### src/verilog/sas_pkg.sv
// ****************************************************************
// sequencer constants
// ****************************************************************
package sas_pkg;
   localparam int unsigned MAX_CHANNELS   = 8;               // channel index is three bits wide
   localparam int unsigned CHAN_IDX_W     = 3;
   localparam int unsigned RESULT_W       = 10;              // converter word width
   localparam int unsigned LRES_W         = 8;               // reduced resolution width
   localparam int unsigned DIVIDER_W      = 6;               // conversion clock divider field
   localparam int unsigned WARMUP_W       = 5;               // warm-up field
   localparam int unsigned SHOLD_W        = 4;               // sample-and-hold field
   localparam int unsigned TSEL_W         = 3;               // trigger source code
   localparam int unsigned TIMER_TRG_N    = 6;               // internal trigger lines 0..5
   localparam int unsigned PRESC_W        = 8;               // divider counter, up to 128
   localparam int unsigned TICK_W         = 9;               // phase counter, up to 256 ticks

   localparam logic [TSEL_W-1:0]   TRG_EXT_CODE  = 3'h6;     // external trigger pin
   localparam logic [TSEL_W-1:0]   TRG_LAST_INT  = 3'h5;     // highest internal trigger code
   localparam logic [TICK_W-1:0]   CONV_TICKS    = 9'h00A;   // conversion clock periods per word
   localparam int unsigned         WARMUP_SHIFT  = 3;        // warm-up unit of 8 periods
   localparam logic [PRESC_W-1:0]  PRESC_FACTOR  = 8'h02;    // conversion clock = source / 2(n+1)

   // sequencer states, one-hot
   typedef enum logic [3:0] {
      SAS_IDLE    = 4'b0001,
      SAS_WARMUP  = 4'b0010,
      SAS_SAMPLE  = 4'b0100,
      SAS_CONVERT = 4'b1000
   } sas_state_e;
endpackage : sas_pkg

### src/verilog/sas_sar_adc_sequencer.sv
// What this block does
// - conversion: sample-hold cycles then ten clocks
// - conversion clock spans source/2 to source/128
// - reset full resolution; low mode zeroes top
// - transfers 16-bit normally, 8-bit in low
// - result stored per channel and last
// - completion sets done, ready; ready edge requests
// - interrupt on done or ready, enable gated
// - channel result read clears its done
// - last result read clears ready, last done
// - unread channel result overwritten sets channel overrun
// - new result while ready sets global overrun
// - status read clears all overrun flags
// - start command write is software trigger
// - hardware trigger on rising edge of source
// - one start converts all enabled channels
// - software start still works with hardware
// - channels enabled and disabled by set-writes
// - transfer requests only for enabled channels
// - sleep: power up, warm up, power down
// - triggers during a sequence are ignored
// - disabling mid-conversion leaves results unspecified
// - conversion clock is source over 2(n+1)
// - warm-up lasts (n+1) times 8 periods
// - sample-hold lasts n+1 periods
// - source codes 0-5 internal, 6 pin, 7 reserved
`timescale 1ns/1ps
module sas_sar_adc_sequencer #(
   parameter int unsigned NCH = 8
) (
   input  wire logic                                    clk_i,
   input  wire logic                                    rst_i,
   input  wire logic                                    start_cmd_i,
   input  wire logic                                    hw_trigger_enable_i,
   input  wire logic [sas_pkg::TSEL_W-1:0]              trigger_source_select_i,
   input  wire logic [sas_pkg::TIMER_TRG_N-1:0]         timer_output_a_i,
   input  wire logic                                    ext_trigger_i,
   input  wire logic                                    low_resolution_select_i,
   input  wire logic                                    sleep_mode_i,
   input  wire logic [sas_pkg::DIVIDER_W-1:0]           adc_clock_divider_i,
   input  wire logic [sas_pkg::WARMUP_W-1:0]            warmup_time_field_i,
   input  wire logic [sas_pkg::SHOLD_W-1:0]             sample_hold_cycles_i,
   input  wire logic [NCH-1:0]                          channel_enable_wr_i,
   input  wire logic [NCH-1:0]                          channel_disable_wr_i,
   input  wire logic [NCH-1:0]                          channel_result_rd_i,
   input  wire logic                                    last_result_rd_i,
   input  wire logic                                    flag_status_rd_i,
   input  wire logic [NCH-1:0]                          done_int_enable_i,
   input  wire logic                                    ready_int_enable_i,
   input  wire logic [sas_pkg::RESULT_W-1:0]            analog_data_i,
   output logic [NCH-1:0]                               channel_status_o,
   output logic [NCH*sas_pkg::RESULT_W-1:0]             channel_result_o,
   output logic [sas_pkg::RESULT_W-1:0]                 last_result_value_o,
   output logic [sas_pkg::CHAN_IDX_W-1:0]               last_channel_o,
   output logic [NCH-1:0]                               channel_conversion_done_o,
   output logic [NCH-1:0]                               channel_overrun_flag_o,
   output logic                                         result_ready_flag_o,
   output logic                                         global_overrun_flag_o,
   output logic                                         irq_o,
   output logic                                         dma_req_o,
   output logic                                         dma_size16_o,
   output logic                                         analog_power_o,
   output logic                                         analog_clk_en_o,
   output logic                                         analog_sample_o,
   output logic [sas_pkg::CHAN_IDX_W-1:0]               analog_mux_sel_o,
   output logic                                         busy_o
);
   import sas_pkg::*;

   // elaboration check on channel count
   if (NCH < 1 || NCH > MAX_CHANNELS) begin : g_bad_nch
      $error("channel count out of range");
   end

   // ****************************************************************
   // functions
   // ****************************************************************
   // lowest enabled channel at or above a given index, with found flag
   function automatic logic [CHAN_IDX_W:0] find_chan(input logic [MAX_CHANNELS-1:0] mask,
                                                     input logic [CHAN_IDX_W:0] from);
      find_chan = '0;
      for (int i = MAX_CHANNELS - 1; i >= 0; i--) begin
         if (mask[i] && (i >= int'(from))) begin
            find_chan = {1'b1, CHAN_IDX_W'(i)};
         end
      end
   endfunction : find_chan
   // result formatting for the selected resolution
   function automatic logic [RESULT_W-1:0] fmt(input logic [RESULT_W-1:0] v, input logic low);
      fmt = low ? {{(RESULT_W-LRES_W){1'b0}}, v[RESULT_W-1 -: LRES_W]} : v;
   endfunction : fmt

   // ****************************************************************
   // state
   // ****************************************************************
   sas_state_e               state_ff, nxt_state;
   logic [PRESC_W-1:0]       presc_ff;
   logic [TICK_W-1:0]        tick_cnt_ff;
   logic [CHAN_IDX_W-1:0]    cur_ch_ff;
   logic [NCH-1:0]           chan_en_ff;
   logic [NCH-1:0]           done_ff;
   logic [NCH-1:0]           ovr_ff;
   logic                     ready_ff;
   logic                     govr_ff;
   logic                     power_ff;
   logic                     dma_req_ff;
   logic [RESULT_W-1:0]      result_ff [NCH];
   logic [RESULT_W-1:0]      last_ff;
   logic [CHAN_IDX_W-1:0]    last_ch_ff;
   logic [TIMER_TRG_N:0]     trg_meta_ff;
   logic [TIMER_TRG_N:0]     trg_sync_ff;
   logic                     trg_prev_ff;
   logic                     tick;
   logic                     phase_end;
   logic                     trg_sel;
   logic                     start;
   logic                     complete;
   logic [CHAN_IDX_W:0]      first_ch;
   logic [CHAN_IDX_W:0]      next_ch;
   logic [PRESC_W-1:0]       presc_top;
   logic [MAX_CHANNELS-1:0]  en_mask;

   // ****************************************************************
   // conversion clock divider
   // ****************************************************************
   // period of 2(n+1) source cycles, held at zero while idle for a fixed phase
   assign presc_top = PRESC_W'(PRESC_FACTOR * (PRESC_W'(adc_clock_divider_i) + 8'h01) - 8'h01);
   assign tick      = (presc_ff == presc_top);
   always_ff @(posedge clk_i) begin
      if (rst_i || state_ff == SAS_IDLE || tick) begin
         presc_ff <= '0;
      end else begin
         presc_ff <= presc_ff + 8'h01;
      end
   end

   // ****************************************************************
   // trigger selection
   // ****************************************************************
   // two-stage synchroniser on all hardware trigger lines, then the edge detect delay
   always_ff @(posedge clk_i) begin
      if (rst_i) begin
         trg_meta_ff <= '0;
         trg_sync_ff <= '0;
         trg_prev_ff <= 1'b0;
      end else begin
         trg_meta_ff <= {ext_trigger_i, timer_output_a_i};
         trg_sync_ff <= trg_meta_ff;
         trg_prev_ff <= trg_sel;
      end
   end

   // source decode; reserved code selects nothing
   assign trg_sel = (trigger_source_select_i == TRG_EXT_CODE) ? trg_sync_ff[TIMER_TRG_N] :
                    (trigger_source_select_i <= TRG_LAST_INT) ? trg_sync_ff[trigger_source_select_i] : 1'b0;
   // either source starts; only honoured while idle
   assign start = start_cmd_i || (hw_trigger_enable_i && trg_sel && !trg_prev_ff);

   // ****************************************************************
   // sequencer
   // ****************************************************************
   assign en_mask   = MAX_CHANNELS'(chan_en_ff);
   assign first_ch  = find_chan(en_mask, '0);
   assign next_ch   = find_chan(en_mask, {1'b0, cur_ch_ff} + 4'h1);
   assign phase_end = tick && (tick_cnt_ff == '0);
   assign complete  = (state_ff == SAS_CONVERT) && phase_end;
   // next state
   always_comb begin
      nxt_state = state_ff;
      case (state_ff)
         SAS_IDLE: begin
            if (start && first_ch[CHAN_IDX_W]) begin
               nxt_state = power_ff ? SAS_SAMPLE : SAS_WARMUP;
            end
         end
         SAS_WARMUP: begin
            if (phase_end) begin
               nxt_state = first_ch[CHAN_IDX_W] ? SAS_SAMPLE : SAS_IDLE;
            end
         end
         SAS_SAMPLE: begin
            if (phase_end) begin
               nxt_state = SAS_CONVERT;
            end
         end
         SAS_CONVERT: begin
            if (phase_end) begin
               nxt_state = next_ch[CHAN_IDX_W] ? SAS_SAMPLE : SAS_IDLE;
            end
         end
         default: nxt_state = SAS_IDLE;
      endcase
   end

   always_ff @(posedge clk_i) begin
      if (rst_i) begin
         state_ff <= SAS_IDLE;
      end else begin
         state_ff <= nxt_state;
      end
   end

   // phase length counter in conversion clock periods
   always_ff @(posedge clk_i) begin
      if (rst_i) begin
         tick_cnt_ff <= '0;
      end else if (state_ff != nxt_state || (state_ff == SAS_CONVERT && phase_end)) begin
         case (nxt_state)
            SAS_WARMUP:  tick_cnt_ff <= TICK_W'(({4'h0, warmup_time_field_i} + 9'h001) << WARMUP_SHIFT) - 9'h001;
            SAS_SAMPLE:  tick_cnt_ff <= TICK_W'(sample_hold_cycles_i);
            SAS_CONVERT: tick_cnt_ff <= CONV_TICKS - 9'h001;
            default:     tick_cnt_ff <= '0;
         endcase
      end else if (tick) begin
         tick_cnt_ff <= tick_cnt_ff - 9'h001;
      end
   end

   // channel pointer
   always_ff @(posedge clk_i) begin
      if (rst_i) begin
         cur_ch_ff <= '0;
      end else if (state_ff == SAS_IDLE || state_ff == SAS_WARMUP) begin
         cur_ch_ff <= first_ch[CHAN_IDX_W-1:0];
      end else if (complete) begin
         cur_ch_ff <= next_ch[CHAN_IDX_W-1:0];
      end
   end

   // analog cell power; off after a sequence only in sleep mode
   always_ff @(posedge clk_i) begin
      if (rst_i) begin
         power_ff <= 1'b0;
      end else if (state_ff == SAS_WARMUP) begin
         power_ff <= 1'b1;
      end else if (state_ff == SAS_IDLE && sleep_mode_i) begin
         power_ff <= 1'b0;
      end
   end

   // ****************************************************************
   // channel enables
   // ****************************************************************
   always_ff @(posedge clk_i) begin
      if (rst_i) begin
         chan_en_ff <= '0;
      end else begin
         chan_en_ff <= (chan_en_ff | channel_enable_wr_i) & ~channel_disable_wr_i;
      end
   end

   // ****************************************************************
   // results and flags
   // ****************************************************************
   always_ff @(posedge clk_i) begin
      if (rst_i) begin
         last_ff    <= '0;
         last_ch_ff <= '0;
         for (int i = 0; i < NCH; i++) begin
            result_ff[i] <= '0;
         end
      end else if (complete) begin
         result_ff[cur_ch_ff] <= fmt(analog_data_i, low_resolution_select_i);
         last_ff              <= fmt(analog_data_i, low_resolution_select_i);
         last_ch_ff           <= cur_ch_ff;
      end
   end

   // per-channel done and overrun; a set wins over a clear
   always_ff @(posedge clk_i) begin
      if (rst_i) begin
         done_ff <= '0;
         ovr_ff  <= '0;
      end else begin
         for (int i = 0; i < NCH; i++) begin
            if (complete && cur_ch_ff == CHAN_IDX_W'(i)) begin
               done_ff[i] <= 1'b1;
               ovr_ff[i]  <= ovr_ff[i] || done_ff[i];
            end else begin
               if (channel_result_rd_i[i] || (last_result_rd_i && last_ch_ff == CHAN_IDX_W'(i))) begin
                  done_ff[i] <= 1'b0;
               end
               if (flag_status_rd_i) begin
                  ovr_ff[i] <= 1'b0;
               end
            end
         end
      end
   end

   // shared ready and global overrun
   always_ff @(posedge clk_i) begin
      if (rst_i) begin
         ready_ff <= 1'b0;
         govr_ff  <= 1'b0;
      end else if (complete) begin
         ready_ff <= 1'b1;
         govr_ff  <= govr_ff || ready_ff;
      end else begin
         if (last_result_rd_i) begin
            ready_ff <= 1'b0;
         end
         if (flag_status_rd_i) begin
            govr_ff <= 1'b0;
         end
      end
   end

   // transfer request on rising ready, for enabled channels only
   always_ff @(posedge clk_i) begin
      if (rst_i) begin
         dma_req_ff <= 1'b0;
      end else begin
         dma_req_ff <= complete && !ready_ff && chan_en_ff[cur_ch_ff];
      end
   end
   // ****************************************************************
   // outputs
   // ****************************************************************
   for (genvar g = 0; g < NCH; g++) begin : g_res
      assign channel_result_o[g*RESULT_W +: RESULT_W] = result_ff[g];
   end

   assign channel_status_o          = chan_en_ff;
   assign last_result_value_o       = last_ff;
   assign last_channel_o            = last_ch_ff;
   assign channel_conversion_done_o = done_ff;
   assign channel_overrun_flag_o    = ovr_ff;
   assign result_ready_flag_o       = ready_ff;
   assign global_overrun_flag_o     = govr_ff;
   assign irq_o                     = |(done_ff & done_int_enable_i) || (ready_ff && ready_int_enable_i);
   assign dma_req_o                 = dma_req_ff;
   assign dma_size16_o              = !low_resolution_select_i;
   assign analog_power_o            = power_ff || (state_ff != SAS_IDLE);
   assign analog_clk_en_o           = tick;
   assign analog_sample_o           = (state_ff == SAS_SAMPLE);
   assign analog_mux_sel_o          = cur_ch_ff;
   assign busy_o                    = (state_ff != SAS_IDLE);
endmodule : sas_sar_adc_sequencer

### config.mk
export PLATFORM = sky130hd
export DESIGN_NAME = sas_sar_adc_sequencer
export DESIGN_NICKNAME = d
export VERILOG_FILES = /design/src/verilog/sas_pkg.sv /design/src/verilog/sas_sar_adc_sequencer.sv
export SDC_FILE = /design/constraint.sdc
export NUM_CORES = 1
export LEC_CHECK = 0
export BUFFER_PORTS_ARGS = -buffer_cell sky130_fd_sc_hd__buf_2
export CORE_MARGIN = 10
export CORE_UTILIZATION = 45
export CTS_CLUSTER_SIZE = 30
export DETAILED_ROUTE_END_ITERATION = 6
export PLACE_DENSITY = 0.7
export SLEW_MARGIN = 15
export SYNTH_ARGS = -nofsm -noshare
export SYNTH_HDL_FRONTEND = slang
export SYNTH_SLANG_ARGS = --single-unit
### constraint.sdc
create_clock -name clk_i -period 5.22 [get_ports clk_i]
set_input_delay 0.783 -clock clk_i [delete_from_list [all_inputs] [get_ports clk_i]]
set_output_delay 0.783 -clock clk_i [all_outputs]
set_load 0.02 [all_outputs]
Word-level counts from Yosys, hierarchy flattened. Memory sizes are Yosys's and may differ from the RTL's. Cells that the tools add are included.

Flip-flop bits (word level): 80. Bits in writable memories: 80. Bits of input ports: 76. Output and inout port bits: 129. Word-level logic and storage cells: 238. Memories kept: 1.

Add/sub/neg operators: 7. Magnitude comparators: 11. Eq/ne operators: 25. Mux-type cells: 74. Bitwise logic cells: 4. Reduce and logical (&&, ||, !) cells: 86.

Memories: result_ff (words 8, bits a word 10, read ports 8, clocked after Yosys merged registers in 0, wr ports 8, line sas_sar_adc_sequencer.sv:107) `logic [RESULT_W-1:0] result_ff [NCH];`.

Operators by type and width (number): 4-bit 2-to-1 mux (20); 2-bit nonzero test (21); 1-bit 2-to-1 mux (40); 1-bit logical AND (33); 3-bit == test, second input constant (9); 9-bit case mux with 3 select lines (1); 1-bit logical OR (24); 10-bit 2-to-1 mux (2); 3-bit 2-to-1 mux (6); 9-bit 2-to-1 mux (2); 9-bit by 1-bit subtractor with 9-bit output, second input constant (2); 8-bit AND (2); 3-bit by 4-bit >= comparator with 1-bit output, first input constant (4); 4-bit case mux with 4 select lines (1); 3-bit by 2-bit == test with 1-bit output, second input constant (4); 10-bit OR reduction (1); 9-bit logical NOT (1); 8-bit by 1-bit adder with 8-bit output, second input constant (1); 4-bit by 2-bit == test with 1-bit output, second input constant (2); 4-bit by 3-bit == test with 1-bit output, second input constant (2); 4-bit == test, second input constant (2); 8-bit == test (1); 1-bit by 4-bit >= comparator with 1-bit output, first input constant (2); 2-bit by 4-bit >= comparator with 1-bit output, first input constant (2); 16 further kinds (22).

Depth between registers and ports, before layout.
Word-level depth: 17. Mapped depth: 13. Depth with buffers taken out: 10.

Worst setup path before layout. OpenSTA, ideal clock, no wires.

Path type: input to register. Start: in adc_clock_divider_i[0] (netlist name). End: mem result_ff[5][0], enable pin. Setup time: 0.340 ns. Arrival time: 3.724 ns. Data required time: 4.880 ns. Setup slack: 1.157 ns. Cell stages on the path: 11. Path buffers: 2. Path through: ha_1 buf_2 nor4_2 mux2_2 a2111oi_1 o211ai_1 a221oi_2 nand2_1 or4_1 buf_2 nand2_1.

RTL lines: start, declared (line sas_sar_adc_sequencer.sv:40) `input wire logic [sas_pkg::DIVIDER_W-1:0] adc_clock_divider_i,`; end, declared (line sas_sar_adc_sequencer.sv:107).

Worst setup path in the final report.
Start: in adc_clock_divider_i[0] (netlist name). End: out analog_clk_en_o.

Word-level cells in the longest chain between the ends: 3.

Ends and longest elaborated chain: 6-bit by 1-bit adder with 7-bit output (line sas_sar_adc_sequencer.sv:127) `assign presc_top = PRESC_W'(PRESC_FACTOR * (PRESC_W'(adc_clock_divider_i) + 8'h01) - 8'h01);`; 8-bit by 1-bit subtractor with 8-bit output (line sas_sar_adc_sequencer.sv:127); 8-bit == test (line sas_sar_adc_sequencer.sv:128) `assign tick = (presc_ff == presc_top);`; end, declared (line sas_sar_adc_sequencer.sv:63) `output logic analog_clk_en_o,`.

No other way between the ends.

==> results.py <==
metrics = {
    "outcome": {
        "run_status": "completed",
    },
    "power_and_ir_drop": {
        "total_leakage_power_nw": 3.836,
        "power_density_nw_per_um2": 326.1,
        "vdd_drop_max_mv": 0.2342,
    },
    "setup_path": {
        "sequence_of_cells_on_the_critical_path": "buf_2, ha_1, nor4_2, mux2_2, a2111oi_1, o211ai_1, a221o_1, inv_2, buf_2",
        "timing.critical_path.mode_cell": "sky130_fd_sc_hd__buf_2",
        "r2r-start": "tick_cnt_ff[2]",
        "worst_setup_path_startpoint": "adc_clock_divider_i[0]",
        "cp_num_buf_inv": 3,
        "reg2regPathDepth": 8,
        "worstPathRequired_ns": 4.44,
        "worst_setup_path_start_kind": "input pin",
        "critPathArrivalTime_ns": 3.62,
        "cp_slowest_stage_delay_ns": 0.47,
        "timing_worst_setup_path_type": "input pin to output pin",
        "cp_max_fo": 15,
        "critPathTopFamily": "compound AO/OA/AOI/OAI gates",
        "slowest_cp_cell": "sky130_fd_sc_hd__nor4_2",
        "path_depth": 9,
        "end_kind": "output pin",
    },
    "global_route": {
        "grtUsageTotal_pct": 17.78,
        "grt_pass1_vias": 5814,
        "grt_antenna_before_repair": 0,
        "global_route_wire_length_before_repair_um": 31240,
        "global_route.overflow_total": 0,
        "grt_start_max_net_pins": 38,
    },
    "placement": {
        "place_hpwl_um": 15070,
        "gpl.final_weighted_congestion": 0.8481,
        "place_ws_ns": 0.4632,
        "place_inst": 1128,
        "i_o_buffers": 204,
    },
    "synthesis": {
        "postSynthRegisterBits": 160,
        "syn_inst": 733,
        "synth-main-ff-cell": "sky130_fd_sc_hd__edfxtp_1",
        "asyncSetResetFlopFracSynth_pct": 0,
        "mappedNetlistArea_um2": 7365,
        "edff_count_synth": 80,
        "synth_area_per_cell_um2": 10.05,
        "ys_seq_area_share_pct": 54.37,
        "syn-num-nets": 820,
        "yosys.cell_types.count": 73,
        "synthesis.yosys.warnings": 0,
    },
    "layout": {
        "antennaDiodeCount": 0,
        "final_common_cell": "sky130_fd_sc_hd__buf_2",
        "post_route_cells_drive_above_1_share_pct": 29.03,
        "area_delta_synth_final_pct": 24.29,
        "post_route_insts_no_fill": 1160,
        "layout.cells.most_common_list": "204 x sky130_fd_sc_hd__buf_2, 133 x sky130_fd_sc_hd__nor2_1, 80 x sky130_fd_sc_hd__dfxtp_1, 80 x sky130_fd_sc_hd__edfxtp_1, 54 x sky130_fd_sc_hd__nand2_1",
        "fin_nets": 1018,
    },
    "cts": {
        "clk_transition_reported_paths_ns": 0.06,
        "tritoncts": "built",
        "clockRootBuffer": "sky130_fd_sc_hd__clkbuf_16",
        "post_cts_resize_count": 0,
        "clkLatencyLatePin_ns": 0.43,
        "clock_sinks": 160,
        "numCtsBuffers": 17,
        "clock_tree.htree_level_count": 4,
        "maximum_buffer_depth_of_the_clock_tree": 2,
        "postCtsSetupBuffers": 0,
        "hold_buffer_count_at_cts": 0,
    },
    "timing": {
        "report.final.slew_viol_count": 0,
        "setup_tns_ns": 0,
        "max_transition_margin_pct": 28.55,
        "report.final.setup_viol": 0,
        "rsz0062_at_grt": "false",
        "fmax_mhz": 227.1,
        "timing.final.crit_share_pct": 84.36,
        "final_critical_path_setup_slack_ns": 0.8166,
        "worst_slew_pin_slew_ns": 1.042,
        "finalCriticalPeriod_ns": 4.403,
        "finalClockSkew_ns": 0.01101,
        "finalHoldViolCount": 0,
    },
    "worst_hold_path": {
        "hp-class": "flip-flop to flip-flop",
        "holdCritStartpoint": "trg_meta_ff[6]",
        "hold_path_depth": 1,
    },
    "route": {
        "route.final.wire_length_um": 20140,
        "drc_violation_count_after_routing": 0,
        "detail-route-antenna-nets": 0,
        "drtPass1Iterations": 5,
        "average_routed_wire_per_standard_cell_um": 17.37,
        "route.vias.total": 6116,
        "drt-vias-per-instance": 5.272,
        "drtIter0Drc": 337,
    },
    "floorplanning": {
        "ios": 205,
        "die_footprint_um2": 21880,
        "die_h_um": 147.9,
        "placement_rows": 46,
        "initial_core_util_pct": 46.19,
        "coreArea_um2": 15940,
        "die_x_um": 147.9,
    },
    "run": {
        "drv_cap": 0,
    },
}
==> stage by stage <==
stage | util (%) | instance area (µm²) | total power [mW] | hold slack [ns]
final | 57.42 | 9154 | 2.985 | 0.4394
after global routing | 57.42 | 9154 | 3.100 | 0.4633
after CTS | 57.39 | 9150 | 3.004 | 0.4428
after detailed placement | 53.77 | 8572 | 1.810 | 0.4270
after global placement | 53.77 | 8572 | 1.809 | 0.4173
after floorplan | - | 7365 | 1.668 | 0.4138
==> worst paths after layout <==
kind / end / slack (ns)
setup / recovery: analog_clk_en_o / 0.82
hold / removal: trg_sync_ff[6] / 0.44
hold reg to reg: trg_sync_ff[6] / 0.44
setup reg to reg: result_ff[5][6] / 1.66
==> kinds of logic (layout without fill, tap and decap cells) <==
group,count (synthesis),in the layout,synth area share (%)
flip-flops,160,160,54.37
multiplexers,16,16,2.718
adder cells (fa/ha/maj),11,11,1.869
AO/OA/AOI/OAI,143,143,13.39
XOR/XNOR,22,22,2.616
AND/OR/NAND/NOR,323,323,21.53
buffers and inverters,58,269,3.517
==> routing by layer <==
layer  up-vias  GRT usage (%)  share of wire (%)
li1       3033              -                  -
met1      2820          21.14                 42
met2       233          29.82                 49
met3        30          6.136                8.0
met4         0          5.055                1.5
met5         -              0                  0
==> cell type report <==
cell class / count / area (µm²)
fill: 1386 / 6789
sequential: 160 / 4004
multi-input combinational: 515 / 3112
timing repair buffer: 216 / 1111
clock buffer: 17 / 425.4
tap: 216 / 270.3
clock inverter: 15 / 152.6
inverter: 21 / 78.83
==> flip-flops by register name (all words and copies together), names as in the netlist <==
signal / cells
analog_mux_sel_o: 3
channel_conversion_done_o: 8
dma_req_o: 1
presc_ff: 8
last_result_value_o: 10
power_ff: 1
channel_overrun_flag_o: 8
trg_meta_ff: 7
trg_prev_ff: 1
last_channel_o: 3
result_ff: 80
result_ready_flag_o: 1
tick_cnt_ff: 9
state_ff: 4
global_overrun_flag_o: 1
trg_sync_ff: 7
channel_status_o: 8
==> cell usage after synthesis (5+ instances only) <==
master	count	area share (%)
sky130_fd_sc_hd__a211oi_1	12	1.2
sky130_fd_sc_hd__a21bo_2	5	0.68
sky130_fd_sc_hd__a21oi_1	42	2.9
sky130_fd_sc_hd__a221oi_1	5	0.59
sky130_fd_sc_hd__a31oi_1	5	0.42
sky130_fd_sc_hd__and3_1	9	0.76
sky130_fd_sc_hd__buf_2	6	0.41
sky130_fd_sc_hd__clkbuf_1	24	1.2
sky130_fd_sc_hd__dfxtp_1	80	22
sky130_fd_sc_hd__edfxtp_1	80	33
sky130_fd_sc_hd__ha_1	11	1.9
sky130_fd_sc_hd__inv_1	19	0.97
sky130_fd_sc_hd__mux2i_1	11	1.5
sky130_fd_sc_hd__nand2_1	54	2.8
sky130_fd_sc_hd__nand2b_1	13	1.1
sky130_fd_sc_hd__nand3_1	20	1.4
sky130_fd_sc_hd__nand4_1	11	0.93
sky130_fd_sc_hd__nor2_1	133	6.8
sky130_fd_sc_hd__nor2b_1	21	1.8
sky130_fd_sc_hd__nor3_1	19	1.3
sky130_fd_sc_hd__nor3b_1	5	0.51
sky130_fd_sc_hd__nor4_1	6	0.51
sky130_fd_sc_hd__o211ai_1	7	0.71
sky130_fd_sc_hd__o21a_1	5	0.51
sky130_fd_sc_hd__o21ai_0	23	1.6
sky130_fd_sc_hd__or3_1	7	0.59
sky130_fd_sc_hd__xnor2_1	7	0.83
sky130_fd_sc_hd__xor2_1	15	1.8
==> power breakdown <==
part	leakage [nW]	total, mW	internal [mW]	switching [mW]
clock network	0.280	1.20	0.671	0.530
logic	2.08	0.384	0.136	0.248
registers	1.48	1.40	1.36	0.0395
total	3.84	2.98	2.17	0.817
Note: power is estimated with default switching activity, not from simulation.
